===== config.mk =====
export PLATFORM = sky130hd
export DESIGN_NAME = sram_host
export DESIGN_NICKNAME = d
export VERILOG_FILES = /design/src/verilog/srh_pkg.sv /design/src/verilog/sram_host.sv
export VERILOG_INCLUDE_DIRS = /design/src /design/src/verilog
export SDC_FILE = /design/constraint.sdc
export NUM_CORES = 1
export LEC_CHECK = 0
export BUFFER_PORTS_ARGS = -buffer_cell sky130_fd_sc_hd__buf_2
export CAP_MARGIN = 20
export CELL_PAD_IN_SITES_DETAIL_PLACEMENT = 1
export CELL_PAD_IN_SITES_GLOBAL_PLACEMENT = 2
export CORE_UTILIZATION = 34
export DETAILED_ROUTE_END_ITERATION = 6
export PLACE_DENSITY_LB_ADDON = 0.05
export SYNTH_ARGS = -nofsm -noshare
export SYNTH_HDL_FRONTEND = slang
export SYNTH_SLANG_ARGS = --single-unit
export TNS_END_PERCENT = 1

===== constraint.sdc =====
create_clock -name sys_clk -period 3.2 [get_ports sys_clk]
set_input_delay 0.64 -clock sys_clk [delete_from_list [all_inputs] [get_ports sys_clk]]
set_output_delay 0.64 -clock sys_clk [all_outputs]
set_load 0.005 [all_outputs]

===== src/verilog/sram_host_cfg.svh =====
// Timing and geometry constants for the static memory host controller
`ifndef SRAM_HOST_CFG_SVH
`define SRAM_HOST_CFG_SVH

`define SRH_ADDR_W      11
`define SRH_DATA_W      8
`define SRH_CLK_PS      5000
// Slowest grade figures, in picoseconds
`define SRH_T_RD_CYC_PS 45000
`define SRH_T_WP_PS     40000
`define SRH_T_DIS_PS    25000
`define SRH_T_ACC_PS    45000
// Cycle counts, least times rounded up
`define SRH_RD_CYC  ((`SRH_T_ACC_PS + `SRH_CLK_PS - 1) / `SRH_CLK_PS)
`define SRH_WP_CYC  ((`SRH_T_WP_PS + `SRH_CLK_PS - 1) / `SRH_CLK_PS)
`define SRH_DIS_CYC ((`SRH_T_DIS_PS + `SRH_CLK_PS - 1) / `SRH_CLK_PS)
// Extra read wait for the data bus synchroniser: one late capture,
// three stages and the filter flop
`define SRH_SYNC_CYC   5
`define SRH_RD_SMP_CYC (`SRH_RD_CYC + `SRH_SYNC_CYC)
`define SRH_CNT_W   4

`endif


===== src/verilog/srh_pkg.sv =====
// Types shared by the static memory host controller
`default_nettype none
package srh_pkg;
  typedef enum logic [2:0]
  {
    SRH_IDLE  = 3'b000,
    SRH_RDACC = 3'b001,
    SRH_WSET  = 3'b010,
    SRH_WPULS = 3'b011,
    SRH_WEND  = 3'b100,
    SRH_TURN  = 3'b101
  } srh_state_e;

  // Pin group driven towards the memory
  typedef struct packed
  {
    logic [10:0] addr;
    logic        chipSelN;
    logic        writeN;
    logic        outEnN;
    logic [7:0]  dataOut;
    logic        dataOe;
  } srh_pins_s;
endpackage
`default_nettype wire


===== src/verilog/sram_host.sv =====
// Host controller that drives a 2048 x 8 asynchronous static memory
//
// Contract
// - Address stays constant through each whole read and write cycle.
// - Write strobe or chip select is high whenever the address changes.
// - Write happens only while chip select and write strobe are both low.
// - Data is held valid around the rising edge ending the write.
`timescale 1ns/100ps
`default_nettype none
`include "sram_host_cfg.svh"

module sram_host
  import srh_pkg::*;
(
  input  wire logic        sys_clk,
  input  wire logic        rst,
  input  wire logic        reqValid,
  output logic             reqReady,
  input  wire logic        reqWrite,
  input  wire logic [10:0] reqAddr,
  input  wire logic [7:0]  reqData,
  output logic             rspValid,
  output logic [7:0]       rspData,
  output logic [10:0]      wordSelectLines,
  output logic             chipSelN,
  output logic             writeN,
  output logic             outEnN,
  input  wire logic [7:0]  sharedDataBusIn,
  output logic [7:0]       sharedDataBusOut,
  output logic             sharedDataBusOeN
);

  // ****************************************
  // Data bus synchroniser
  // ****************************************
  // The memory has no clock, so its bus is a pin input. Each bit runs
  // through three flops and only moves once stages two and three agree.
  // Trade-off: five extra cycles on every read, no metastable sample.
  wire [7:0]                busFilt;

  generate
    for (genvar bitIdx = 0; bitIdx < 8; bitIdx++)
    begin : g_busSync
      logic                 meta;
      logic                 mid;
      logic                 late;
      logic                 filt;
      logic                 next_meta;
      logic                 next_mid;
      logic                 next_late;
      logic                 next_filt;

      // Shift one stage, hold the filtered bit while the stages disagree
      always_comb
      begin
        next_meta = sharedDataBusIn[bitIdx];
        next_mid  = meta;
        next_late = mid;
        if (mid == late)
          next_filt = late;
        else
          next_filt = filt;
      end

      // Registers only
      always_ff @(posedge sys_clk)
      begin
        if (rst)
        begin
          meta <= 1'b0;
          mid  <= 1'b0;
          late <= 1'b0;
          filt <= 1'b0;
        end
        else
        begin
          meta <= next_meta;
          mid  <= next_mid;
          late <= next_late;
          filt <= next_filt;
        end
      end

      assign busFilt[bitIdx] = filt;
    end
  endgenerate

  // ****************************************
  // Sequencer
  // ****************************************
  srh_state_e               state;
  srh_state_e               next_state;
  srh_pins_s                pins;
  srh_pins_s                next_pins;
  logic [`SRH_CNT_W-1:0]    cnt;
  logic [`SRH_CNT_W-1:0]    next_cnt;
  logic                     next_rspValid;
  logic [7:0]               next_rspData;

  // Access time plus synchroniser delay; 14 still fits the counter
  localparam logic [`SRH_CNT_W-1:0] RD_CNT  = `SRH_CNT_W'(`SRH_RD_SMP_CYC);
  localparam logic [`SRH_CNT_W-1:0] WP_CNT  = `SRH_CNT_W'(`SRH_WP_CYC);
  localparam logic [`SRH_CNT_W-1:0] DIS_CNT = `SRH_CNT_W'(`SRH_DIS_CYC);

  assign reqReady = (state == SRH_IDLE);

  // Next values of the pin group and the response
  always_comb
  begin
    next_state    = state;
    next_pins     = pins;
    next_cnt      = cnt;
    next_rspValid = 1'b0;
    next_rspData  = rspData;
    case (state)
      SRH_IDLE:
      begin
        // Address only moves here, with the strobe high; a read drops select on the same edge
        if (reqValid)
        begin
          next_pins.addr = reqAddr;
          if (reqWrite)
          begin
            // Drive data and drop output enable before the strobe
            next_pins.dataOut = reqData;
            next_pins.dataOe  = 1'b1;
            next_pins.outEnN  = 1'b1;
            next_state        = SRH_WSET;
          end
          else
          begin
            next_pins.chipSelN = 1'b0;
            next_pins.outEnN   = 1'b0;
            next_pins.writeN   = 1'b1;
            next_cnt           = RD_CNT;
            next_state         = SRH_RDACC;
          end
        end
      end
      SRH_RDACC:
      begin
        // Wait out access time and synchroniser, then sample the word
        if (cnt == `SRH_CNT_W'(1))
        begin
          next_rspData       = busFilt;
          next_rspValid      = 1'b1;
          next_pins.chipSelN = 1'b1;
          next_pins.outEnN   = 1'b1;
          next_cnt           = DIS_CNT;
          next_state         = SRH_TURN;
        end
        else
          next_cnt = cnt - `SRH_CNT_W'(1);
      end
      SRH_WSET:
      begin
        // Address settled one cycle ahead of the overlap
        next_pins.chipSelN = 1'b0;
        next_pins.writeN   = 1'b0;
        next_cnt           = WP_CNT;
        next_state         = SRH_WPULS;
      end
      SRH_WPULS:
      begin
        if (cnt == `SRH_CNT_W'(1))
        begin
          next_pins.writeN = 1'b1;
          next_state       = SRH_WEND;
        end
        else
          next_cnt = cnt - `SRH_CNT_W'(1);
      end
      SRH_WEND:
      begin
        // Data held one cycle past the strobe's rising edge
        next_pins.chipSelN = 1'b1;
        next_pins.dataOe   = 1'b0;
        next_rspValid      = 1'b1;
        next_state         = SRH_IDLE;
      end
      SRH_TURN:
      begin
        // Let the memory release the bus before anyone else drives it
        if (cnt == `SRH_CNT_W'(1))
          next_state = SRH_IDLE;
        else
          next_cnt = cnt - `SRH_CNT_W'(1);
      end
      default:
      begin
        next_state = SRH_IDLE;
      end
    endcase
  end

  // Registers only
  always_ff @(posedge sys_clk)
  begin
    if (rst)
    begin
      state    <= SRH_IDLE;
      pins     <= '{addr: 11'h000, chipSelN: 1'b1, writeN: 1'b1, outEnN: 1'b1,
                    dataOut: 8'h00, dataOe: 1'b0};
      cnt      <= '0;
      rspValid <= 1'b0;
      rspData  <= 8'h00;
    end
    else
    begin
      state    <= next_state;
      pins     <= next_pins;
      cnt      <= next_cnt;
      rspValid <= next_rspValid;
      rspData  <= next_rspData;
    end
  end

  // ****************************************
  // Pins
  // ****************************************
  assign wordSelectLines  = pins.addr;
  assign chipSelN         = pins.chipSelN;
  assign writeN           = pins.writeN;
  assign outEnN           = pins.outEnN;
  assign sharedDataBusOut = pins.dataOut;
  assign sharedDataBusOeN = ~pins.dataOe;  // Low while driving

endmodule
`default_nettype wire


; Word level (Yosys, flattened, before mapping)
; Cells that the tools add are included.
; W data, S select, Z words.
[classes]
addsub = 1
eq_ne = 21
mux = 22
n_bitwise = 1
n_reduce_logical = 16
[op_table]
columns = operator, n
row1 = $mux W4, 4
row2 = $pmux W4 S4, 1
row3 = $reduce_and A4 Y1, 4
row4 = $pmux W3 S5, 1
row5 = $mux W12, 1
row6 = $mux W3, 4
row7 = $ne A2 B2 Y1 const B, 6
row8 = $mux W9, 1
row9 = $reduce_and A3 Y1, 3
row10 = $eq A1 B1 Y1, 8
row11 = $reduce_bool A4 Y1, 2
row12 = $eq A3 B2 Y1 const B, 2
row13 = $eq A3 B3 Y1 const B, 2
row14 = $pmux W1 S2, 3
row15 = $eq A4 B1 Y1 const B, 1
row16 = $mux W2, 2
row17 = $pmux W1 S4, 1
row18 = $reduce_and A2 Y1, 2
row19 = $reduce_bool A2 Y1, 2
row20 = $sub A4 B1 Y4 const B, 1
row21 = $eq A3 B1 Y1 const B, 1
row22 = $logic_not A3 Y1, 1
row23 = $mux W1, 3
row24 = $pmux W1 S3, 1
row25 = other kinds (4), 4
[totals]
reg_bits = 71
input_bits = 31
elab_cells = 103

; Logic depth before layout (Yosys ltp)
; Gate-level depths: netlist of run 1.
[logic_depth]
word_depth = 4
depth_mapped = 7

; Worst setup path after synthesis of run 1
; No wires, ideal clock.
[synth_path]
kind = input to register
from = input reqWrite
to = register cnt[1]
setup_time_ns = 0.086
t_arrival_ns = 1.609
slack_ns = 1.504
stages = 4
cell_sequence = nand2b_1 > a211o_1 > or2_4 > a221oi_2
[synth_via]
elab_chain_len = 2
[synth_rtl]
columns = item, line_no
row1 = start: declaration, sram_host.sv:19  ; input wire logic reqWrite,
row2 = $ne A2 B2 Y1 (no line), n/a
row3 = $reduce_and A4 Y1 (no line), n/a
row4 = end signal: assignment, sram_host.sv:212  ; cnt <= next_cnt;
row5 = end: declaration, sram_host.sv:95  ; logic [`SRH_CNT_W-1:0] cnt;
; No other way between the ends.
; A chain may end at the register's enable or synchronous reset.

; Worst setup path after layout of run 1
[layout_path]
from = register state[0]
to = output reqReady
[layout_via]
elab_chain_len = 1
[layout_rtl]
columns = item, line_no
row1 = start: declaration, sram_host.sv:91  ; srh_state_e state;
row2 = start signal: assignment, sram_host.sv:210  ; state <= next_state;
row3 = $logic_not A3 Y1, sram_host.sv:105  ; assign reqReady = (state == SRH_IDLE);
row4 = end: declaration, sram_host.sv:18  ; output logic reqReady,
; No other way between the ends.

==> results.toml, run 1 <==
[yosys]
post_synth_inst_count = 294
synth.net_count = 327
synth_edf_count = 0
synth.mux.area_fraction_pct = 5.88
synth_common_cells = "sky130_fd_sc_hd__dfxtp_1 (71), sky130_fd_sc_hd__nand2_1 (34), sky130_fd_sc_hd__a21oi_1 (26)"
synth_top_cell_by_area = "sky130_fd_sc_hd__dfxtp_1"
synth.most_common_cell = "sky130_fd_sc_hd__dfxtp_1"
synth_top_family_by_area = "simple AND/OR/NAND/NOR gates"
post_synth_num_cell_types = 42
post_synth_instance_area_um2 = 2720
ys_dominant_reg_cell = "sky130_fd_sc_hd__dfxtp_1"
synthXorXnorAreaFrac_pct = 0
yosys.area.top_type_share_pct = 52.2
synth-simple-area-share_pct = 20.2
yosys_reg_bits = 71
synth.yosys.seq_area_share_pct = 52.2
synth_area_per_inst_um2 = 9.26
yosys.area_share.adder_pct = 0.919
async_flop_share_pct = 0
synth_area_in_compound_gates_pct = 12.3
synth_area_leaders = "sky130_fd_sc_hd__dfxtp_1 (52%), sky130_fd_sc_hd__mux2i_1 (5.9%), sky130_fd_sc_hd__nor2b_1 (5.7%), sky130_fd_sc_hd__buf_4 (5.5%), sky130_fd_sc_hd__a21oi_1 (4.8%)"
ys_warn_count = 0

[clocking]
post_cts_buffers = 0
clock_sink_count = 71
tritoncts = "yes"
clock_tree.buffer_depth = 2
cts_hold_buffers = 0
cts.reportedPaths.clkPinSlew_ps = 80
htreeDepth = 3
cts_root_buf = "sky130_fd_sc_hd__clkbuf_8"
post_cts_resize_count = 0
worstSkewPairLatency_ps = 340
cts_inserted_buffers = 9

[min_path]
timing.hold.worst.class = "reg -> reg"

[sta]
setup_tns_ps = 0
report.final.setup_viol = 0
unrepaired_setup_endpoints_after_global_routing = "no"
worst_pin_slew_ps = 673
final.setup.worst_slack_ps = 1020
final-hold-violation-count = 0
final.hold.worst_slack_ps = 443
drv_slew = 0
clock_skew_ps = 7.82
timing.final.crit_period_ps = 2180
tightest_slew_margin_relative_to_the_limit_pct = 54.5
final.period_utilization_pct = 68.2
fmax_mhz = 458

[floorplanning]
chipHeight_um = 91.5
x_dimension_of_the_die_um = 91.5
io_pins = 64
rows = 32
die_area_um2 = 8370
core-area_um2 = 7730
floorplan.initialDensity_pct = 35.2

[detailed_routing]
detail_route.iter0.violations = 59
drc = 0
vias = 2043
drt-pass1-iter-count = 4
route.detailed.vias_per_inst = 4.61
routedWlPerCell_um = 12.3
finalWirelength_um = 5460
ant_nets = 0

[layout]
antenna_cells_inserted = 0
design.final.nets = 369
area_delta_synth_final_pct = 15.9
final_cells = 443
fin_util_pct = 40.8
post_route_cells_drive_above_1_share_pct = 26.1

[grt]
gr-usage-met1_pct = 16.6
gr_util_met2_pct = 23.6
number_of_global_route_vias_before_repair = 1988
grt_use_met3_pct = 5.70
grtUsageTotal_pct = 14.2
grt.overflow.total = 0
grt_pass1_wl_um = 9320
antenna_violations_before_repair = 0
grt_busiest_layer = "met2"
grt_max_degree = 36

[worst_setup_path]
startpoint_type = "register"
critical-path-slowest-cell = "sky130_fd_sc_hd__nor3_1"
worstPathArrival_ps = 1540
critPathMaxStageDelay_ps = 500
worst_path_dominant_cell_family = "simple AND/OR/NAND/NOR gates"
cp_buf_inv_count = 1
timing.critical_path.fanout_max = 16
cp.required_ps = 2560
worstSetupPathType = "reg -> out"
worstSetupEndpointType = "output pin"
path_cells = "nor3_1, buf_2"

[place]
placed_cells = 427
io_buffer_count = 63
finalWeightedCongestion = 0.711
placement.setup.worst_slack_ps = 1210
detailedPlacementHpwl_um = 3730

[power_and_ir_drop]
peakVddDrop_v = 0.000246
cellLeakagePower_nw = 1.36
power-per-cell-area_nw_per_um2 = 580

[outcome]
run_status = "completed"

[job]
maxCapViolations = 0
[routing by layer]
layer  share of wire (%)  vias up  wire length, µm
li1                    -     1042                -
met1                  47      953             2550
met5                   0        -                0
met2                  47       44             2560
met3                 5.5        4              298
met4                0.93        0               51
[flip-flops by register name (all words and copies together) (netlist names), 3 cells and up]
signal / cells
state: 3
g_busSync.mid: 8
wordSelectLines: 11
cnt: 4
g_busSync.meta: 8
sharedDataBusOut: 8
g_busSync.filt: 8
g_busSync.late: 8
rspData: 8
[worst paths after layout]
path / start / end / slack [ps] / depth (start not counted)
hold reg to reg: g_busSync[3].meta$_SDFF_PP0_ / g_busSync[3].mid$_SDFF_PP0_ / 440 / 1
setup reg to reg: state[0]$_SDFFE_PP0P_ / sharedDataBusOut[3]$_SDFFE_PP0P_ / 1220 / 4
setup / recovery: state[0]$_SDFFE_PP0P_ / reqReady / 1020 / 2
hold / removal: g_busSync[3].meta$_SDFF_PP0_ / g_busSync[3].mid$_SDFF_PP0_ / 440 / 1
[final cells by class]
type / instances / area [µm²]
Fill cell: 951 / 4570
Sequential cell: 71 / 1420
Multi-Input combinational cell: 182 / 1070
Timing Repair Buffer: 65 / 330
Tap cell: 102 / 128
Clock buffer: 9 / 124
Clock inverter: 7 / 56.3
Inverter: 7 / 26.3
[layout by cell type (no fill, tap or decap), types with 2 or more instances in the layout]
cell                         Yosys  layout
sky130_fd_sc_hd__buf_4          20       2
sky130_fd_sc_hd__clkbuf_8        0       9
sky130_fd_sc_hd__ha_1            2       2
sky130_fd_sc_hd__inv_1           7       7
sky130_fd_sc_hd__o21ai_0        16      16
sky130_fd_sc_hd__nand2b_1        3       3
sky130_fd_sc_hd__inv_6           0       2
sky130_fd_sc_hd__a221oi_2        2       2
sky130_fd_sc_hd__buf_2           2      63
sky130_fd_sc_hd__nor3_1          5       5
sky130_fd_sc_hd__nor2_1         25      25
sky130_fd_sc_hd__nand2_1        34      34
sky130_fd_sc_hd__a21oi_1        26      26
sky130_fd_sc_hd__clkinvlp_4      0       3
sky130_fd_sc_hd__mux2i_1        16      16
sky130_fd_sc_hd__a211o_1         2       2
sky130_fd_sc_hd__nor2b_1        25      25
sky130_fd_sc_hd__dfxtp_1        71      71
sky130_fd_sc_hd__nand3_1         2       2
[power by group]
group          switching, mW  internal [mW]  total (mW)
sequential            0.0387          0.929       0.967
clock                  0.360          0.290       0.650
combinational          0.112          0.101       0.212
[cell families (layout without fill, tap and decap cells)]
kind of cell	Yosys count	count (layout)
AND/OR/NAND/NOR	108	108
flip-flops	71	71
AO/OA/AOI/OAI	56	56
buffers and inverters	41	88
multiplexers	16	16
adder cells (fa/ha/maj)	2	2
[metrics by stage]
stage          power (mW)  cell area [µm²]
2_1_floorplan        1.15             2720
5_1_grt              1.95             3160
4_1_cts              1.87             3160
3_5_place_dp         1.21             2980
6_report             1.83             3160
3_3_place_gp         1.20             2980
(Power assumes the default switching activity.)
==> run 2: changes to the inputs <==
Settings changed: CORE_UTILIZATION 34 to 31.
Clock period 3.2 ns to 2.2 ns, I/O delays scaled along.
==> results.toml, run 2 (synthesis results as in run 1) <==
[layout]
final_common_cell = "sky130_fd_sc_hd__dfxtp_1"
antenna_cells_inserted = 0
post_route_cells_drive_above_1_share_pct = 26.7
layout.cells.most_common_list = "sky130_fd_sc_hd__dfxtp_1 (71), sky130_fd_sc_hd__buf_2 (63), sky130_fd_sc_hd__nand2_1 (34)"
design.final.nets = 372
largest_register_ffs = 11
area_delta_synth_final_pct = 19.1

[floorplanning]
chipHeight_um = 95.7
core-area_um2 = 8340
die_area_um2 = 9160
rows = 33
x_dimension_of_the_die_um = 95.7
floorplan.initialDensity_pct = 32.6
io_pins = 64

[place]
detailedPlacementHpwl_um = 3940
io_buffer_count = 63
finalWeightedCongestion = 0.696

[sta]
worst_pin_slew_ps = 682
timing.final.crit_period_ps = 1920
setup_tns_ps = 0
final.hold.worst_slack_ps = 294
report.final.setup_viol = 0
clock_skew_ps = 6.42
final-hold-violation-count = 0
unrepaired_setup_endpoints_after_global_routing = "no"
final.period_utilization_pct = 87.2
fmax_mhz = 522
tightest_slew_margin_relative_to_the_limit_pct = 54.6
drv_slew = 0

[clocking]
clock_sink_count = 71
post_cts_resize_count = 0
cts_root_buf = "sky130_fd_sc_hd__clkbuf_8"
clock_tree.buffer_depth = 2
worstSkewPairLatency_ps = 350
cts_hold_buffers = 0
cts_inserted_buffers = 9
tritoncts = "yes"
post_cts_buffers = 0
cts.reportedPaths.clkPinSlew_ps = 80
htreeDepth = 3

[worst_setup_path]
critical-path-slowest-cell = "sky130_fd_sc_hd__nor3_1"
startpoint_type = "register"
worstPathArrival_ps = 1480
worstSetupEndpointType = "output pin"
timing.critical_path.fanout_max = 10
r2r_setup_slack_ps = 380
worstSetupPathType = "reg -> out"
cp.required_ps = 1760
path_cells = "nor3_1, buf_2"
critPathMaxStageDelay_ps = 480

[grt]
number_of_global_route_vias_before_repair = 1922
grtUsageTotal_pct = 13.6
grt.overflow.total = 0
antenna_violations_before_repair = 0
grt_max_degree = 40
grt_pass1_wl_um = 9280

[detailed_routing]
route.detailed.vias_per_inst = 4.57
finalWirelength_um = 5740
routedWlPerCell_um = 12.8
drt-pass1-iter-count = 4
vias = 2053
drc = 0
detail_route.iter0.violations = 60
ant_nets = 0

[power_and_ir_drop]
power-per-cell-area_nw_per_um2 = 901
cellLeakagePower_nw = 1.42
peakVddDrop_v = 0.000406

[outcome]
run_status = "completed"

[min_path]
timing.hold.worst.class = "in -> reg"

[job]
maxCapViolations = 0
-- run 2: area by class of cell --
cell class,instances,area [µm²]
Inverter,7,26.3
Fill cell,986,5100
Clock buffer,10,138
Timing Repair Buffer,68,365
Clock inverter,6,91.3
Sequential cell,71,1420
Multi-Input combinational cell,182,1070
Tap cell,105,131
-- run 2: final timing paths --
path                                                   start                           end  depth (start not counted)
worst max-delay path                   state[0]$_SDFFE_PP0P_                      reqReady                          2
worst min-delay path                      sharedDataBusIn[5]  g_busSync[5].meta$_SDFF_PP0_                          2
worst min register to register  g_busSync[1].meta$_SDFF_PP0_   g_busSync[1].mid$_SDFF_PP0_                          1
worst max register to register           cnt[1]$_SDFFE_PP0P_         state[1]$_SDFFE_PP0P_                          6
-- run 2: critical path, delay by kind of cell (launching register included) --
family	cells	cell delay, ps
buffers and inverters	1	210
flip-flops	1	440
AND/OR/NAND/NOR	1	480
-- run 2: where the power goes --
part / internal [mW] / leakage (nW) / switching [mW] / total [mW]
clock network: 0.677 / 0.117 / 0.513 / 1.19
logic: 0.155 / 0.720 / 0.174 / 0.330
registers: 1.35 / 0.581 / 0.0526 / 1.40
total: 2.18 / 1.42 / 0.740 / 2.92
-- run 2: per-layer routing --
layer	track usage (%)	up-vias	share of wire, %
met4	5.22	0	1.8
li1	-	1050	-
met2	21.6	43	45
met3	5.61	10	5.6
met5	0	-	0
met1	16.4	950	48
-- run 2: per-stage QoR --
stage | util (%) | instances | area [µm²] | setup WS [ps] | power [mW]
2_1_floorplan | - | 294 | 2720 | 510 | 1.67
4_1_cts | 38.9 | 449 | 3240 | 248 | 2.98
3_3_place_gp | 36.1 | 433 | 3010 | 410 | 1.77
3_5_place_dp | 36.1 | 433 | 3010 | 376 | 1.77
5_1_grt | 38.9 | 449 | 3240 | 154 | 3.09
6_report | 38.9 | 449 | 3240 | 282 | 2.92
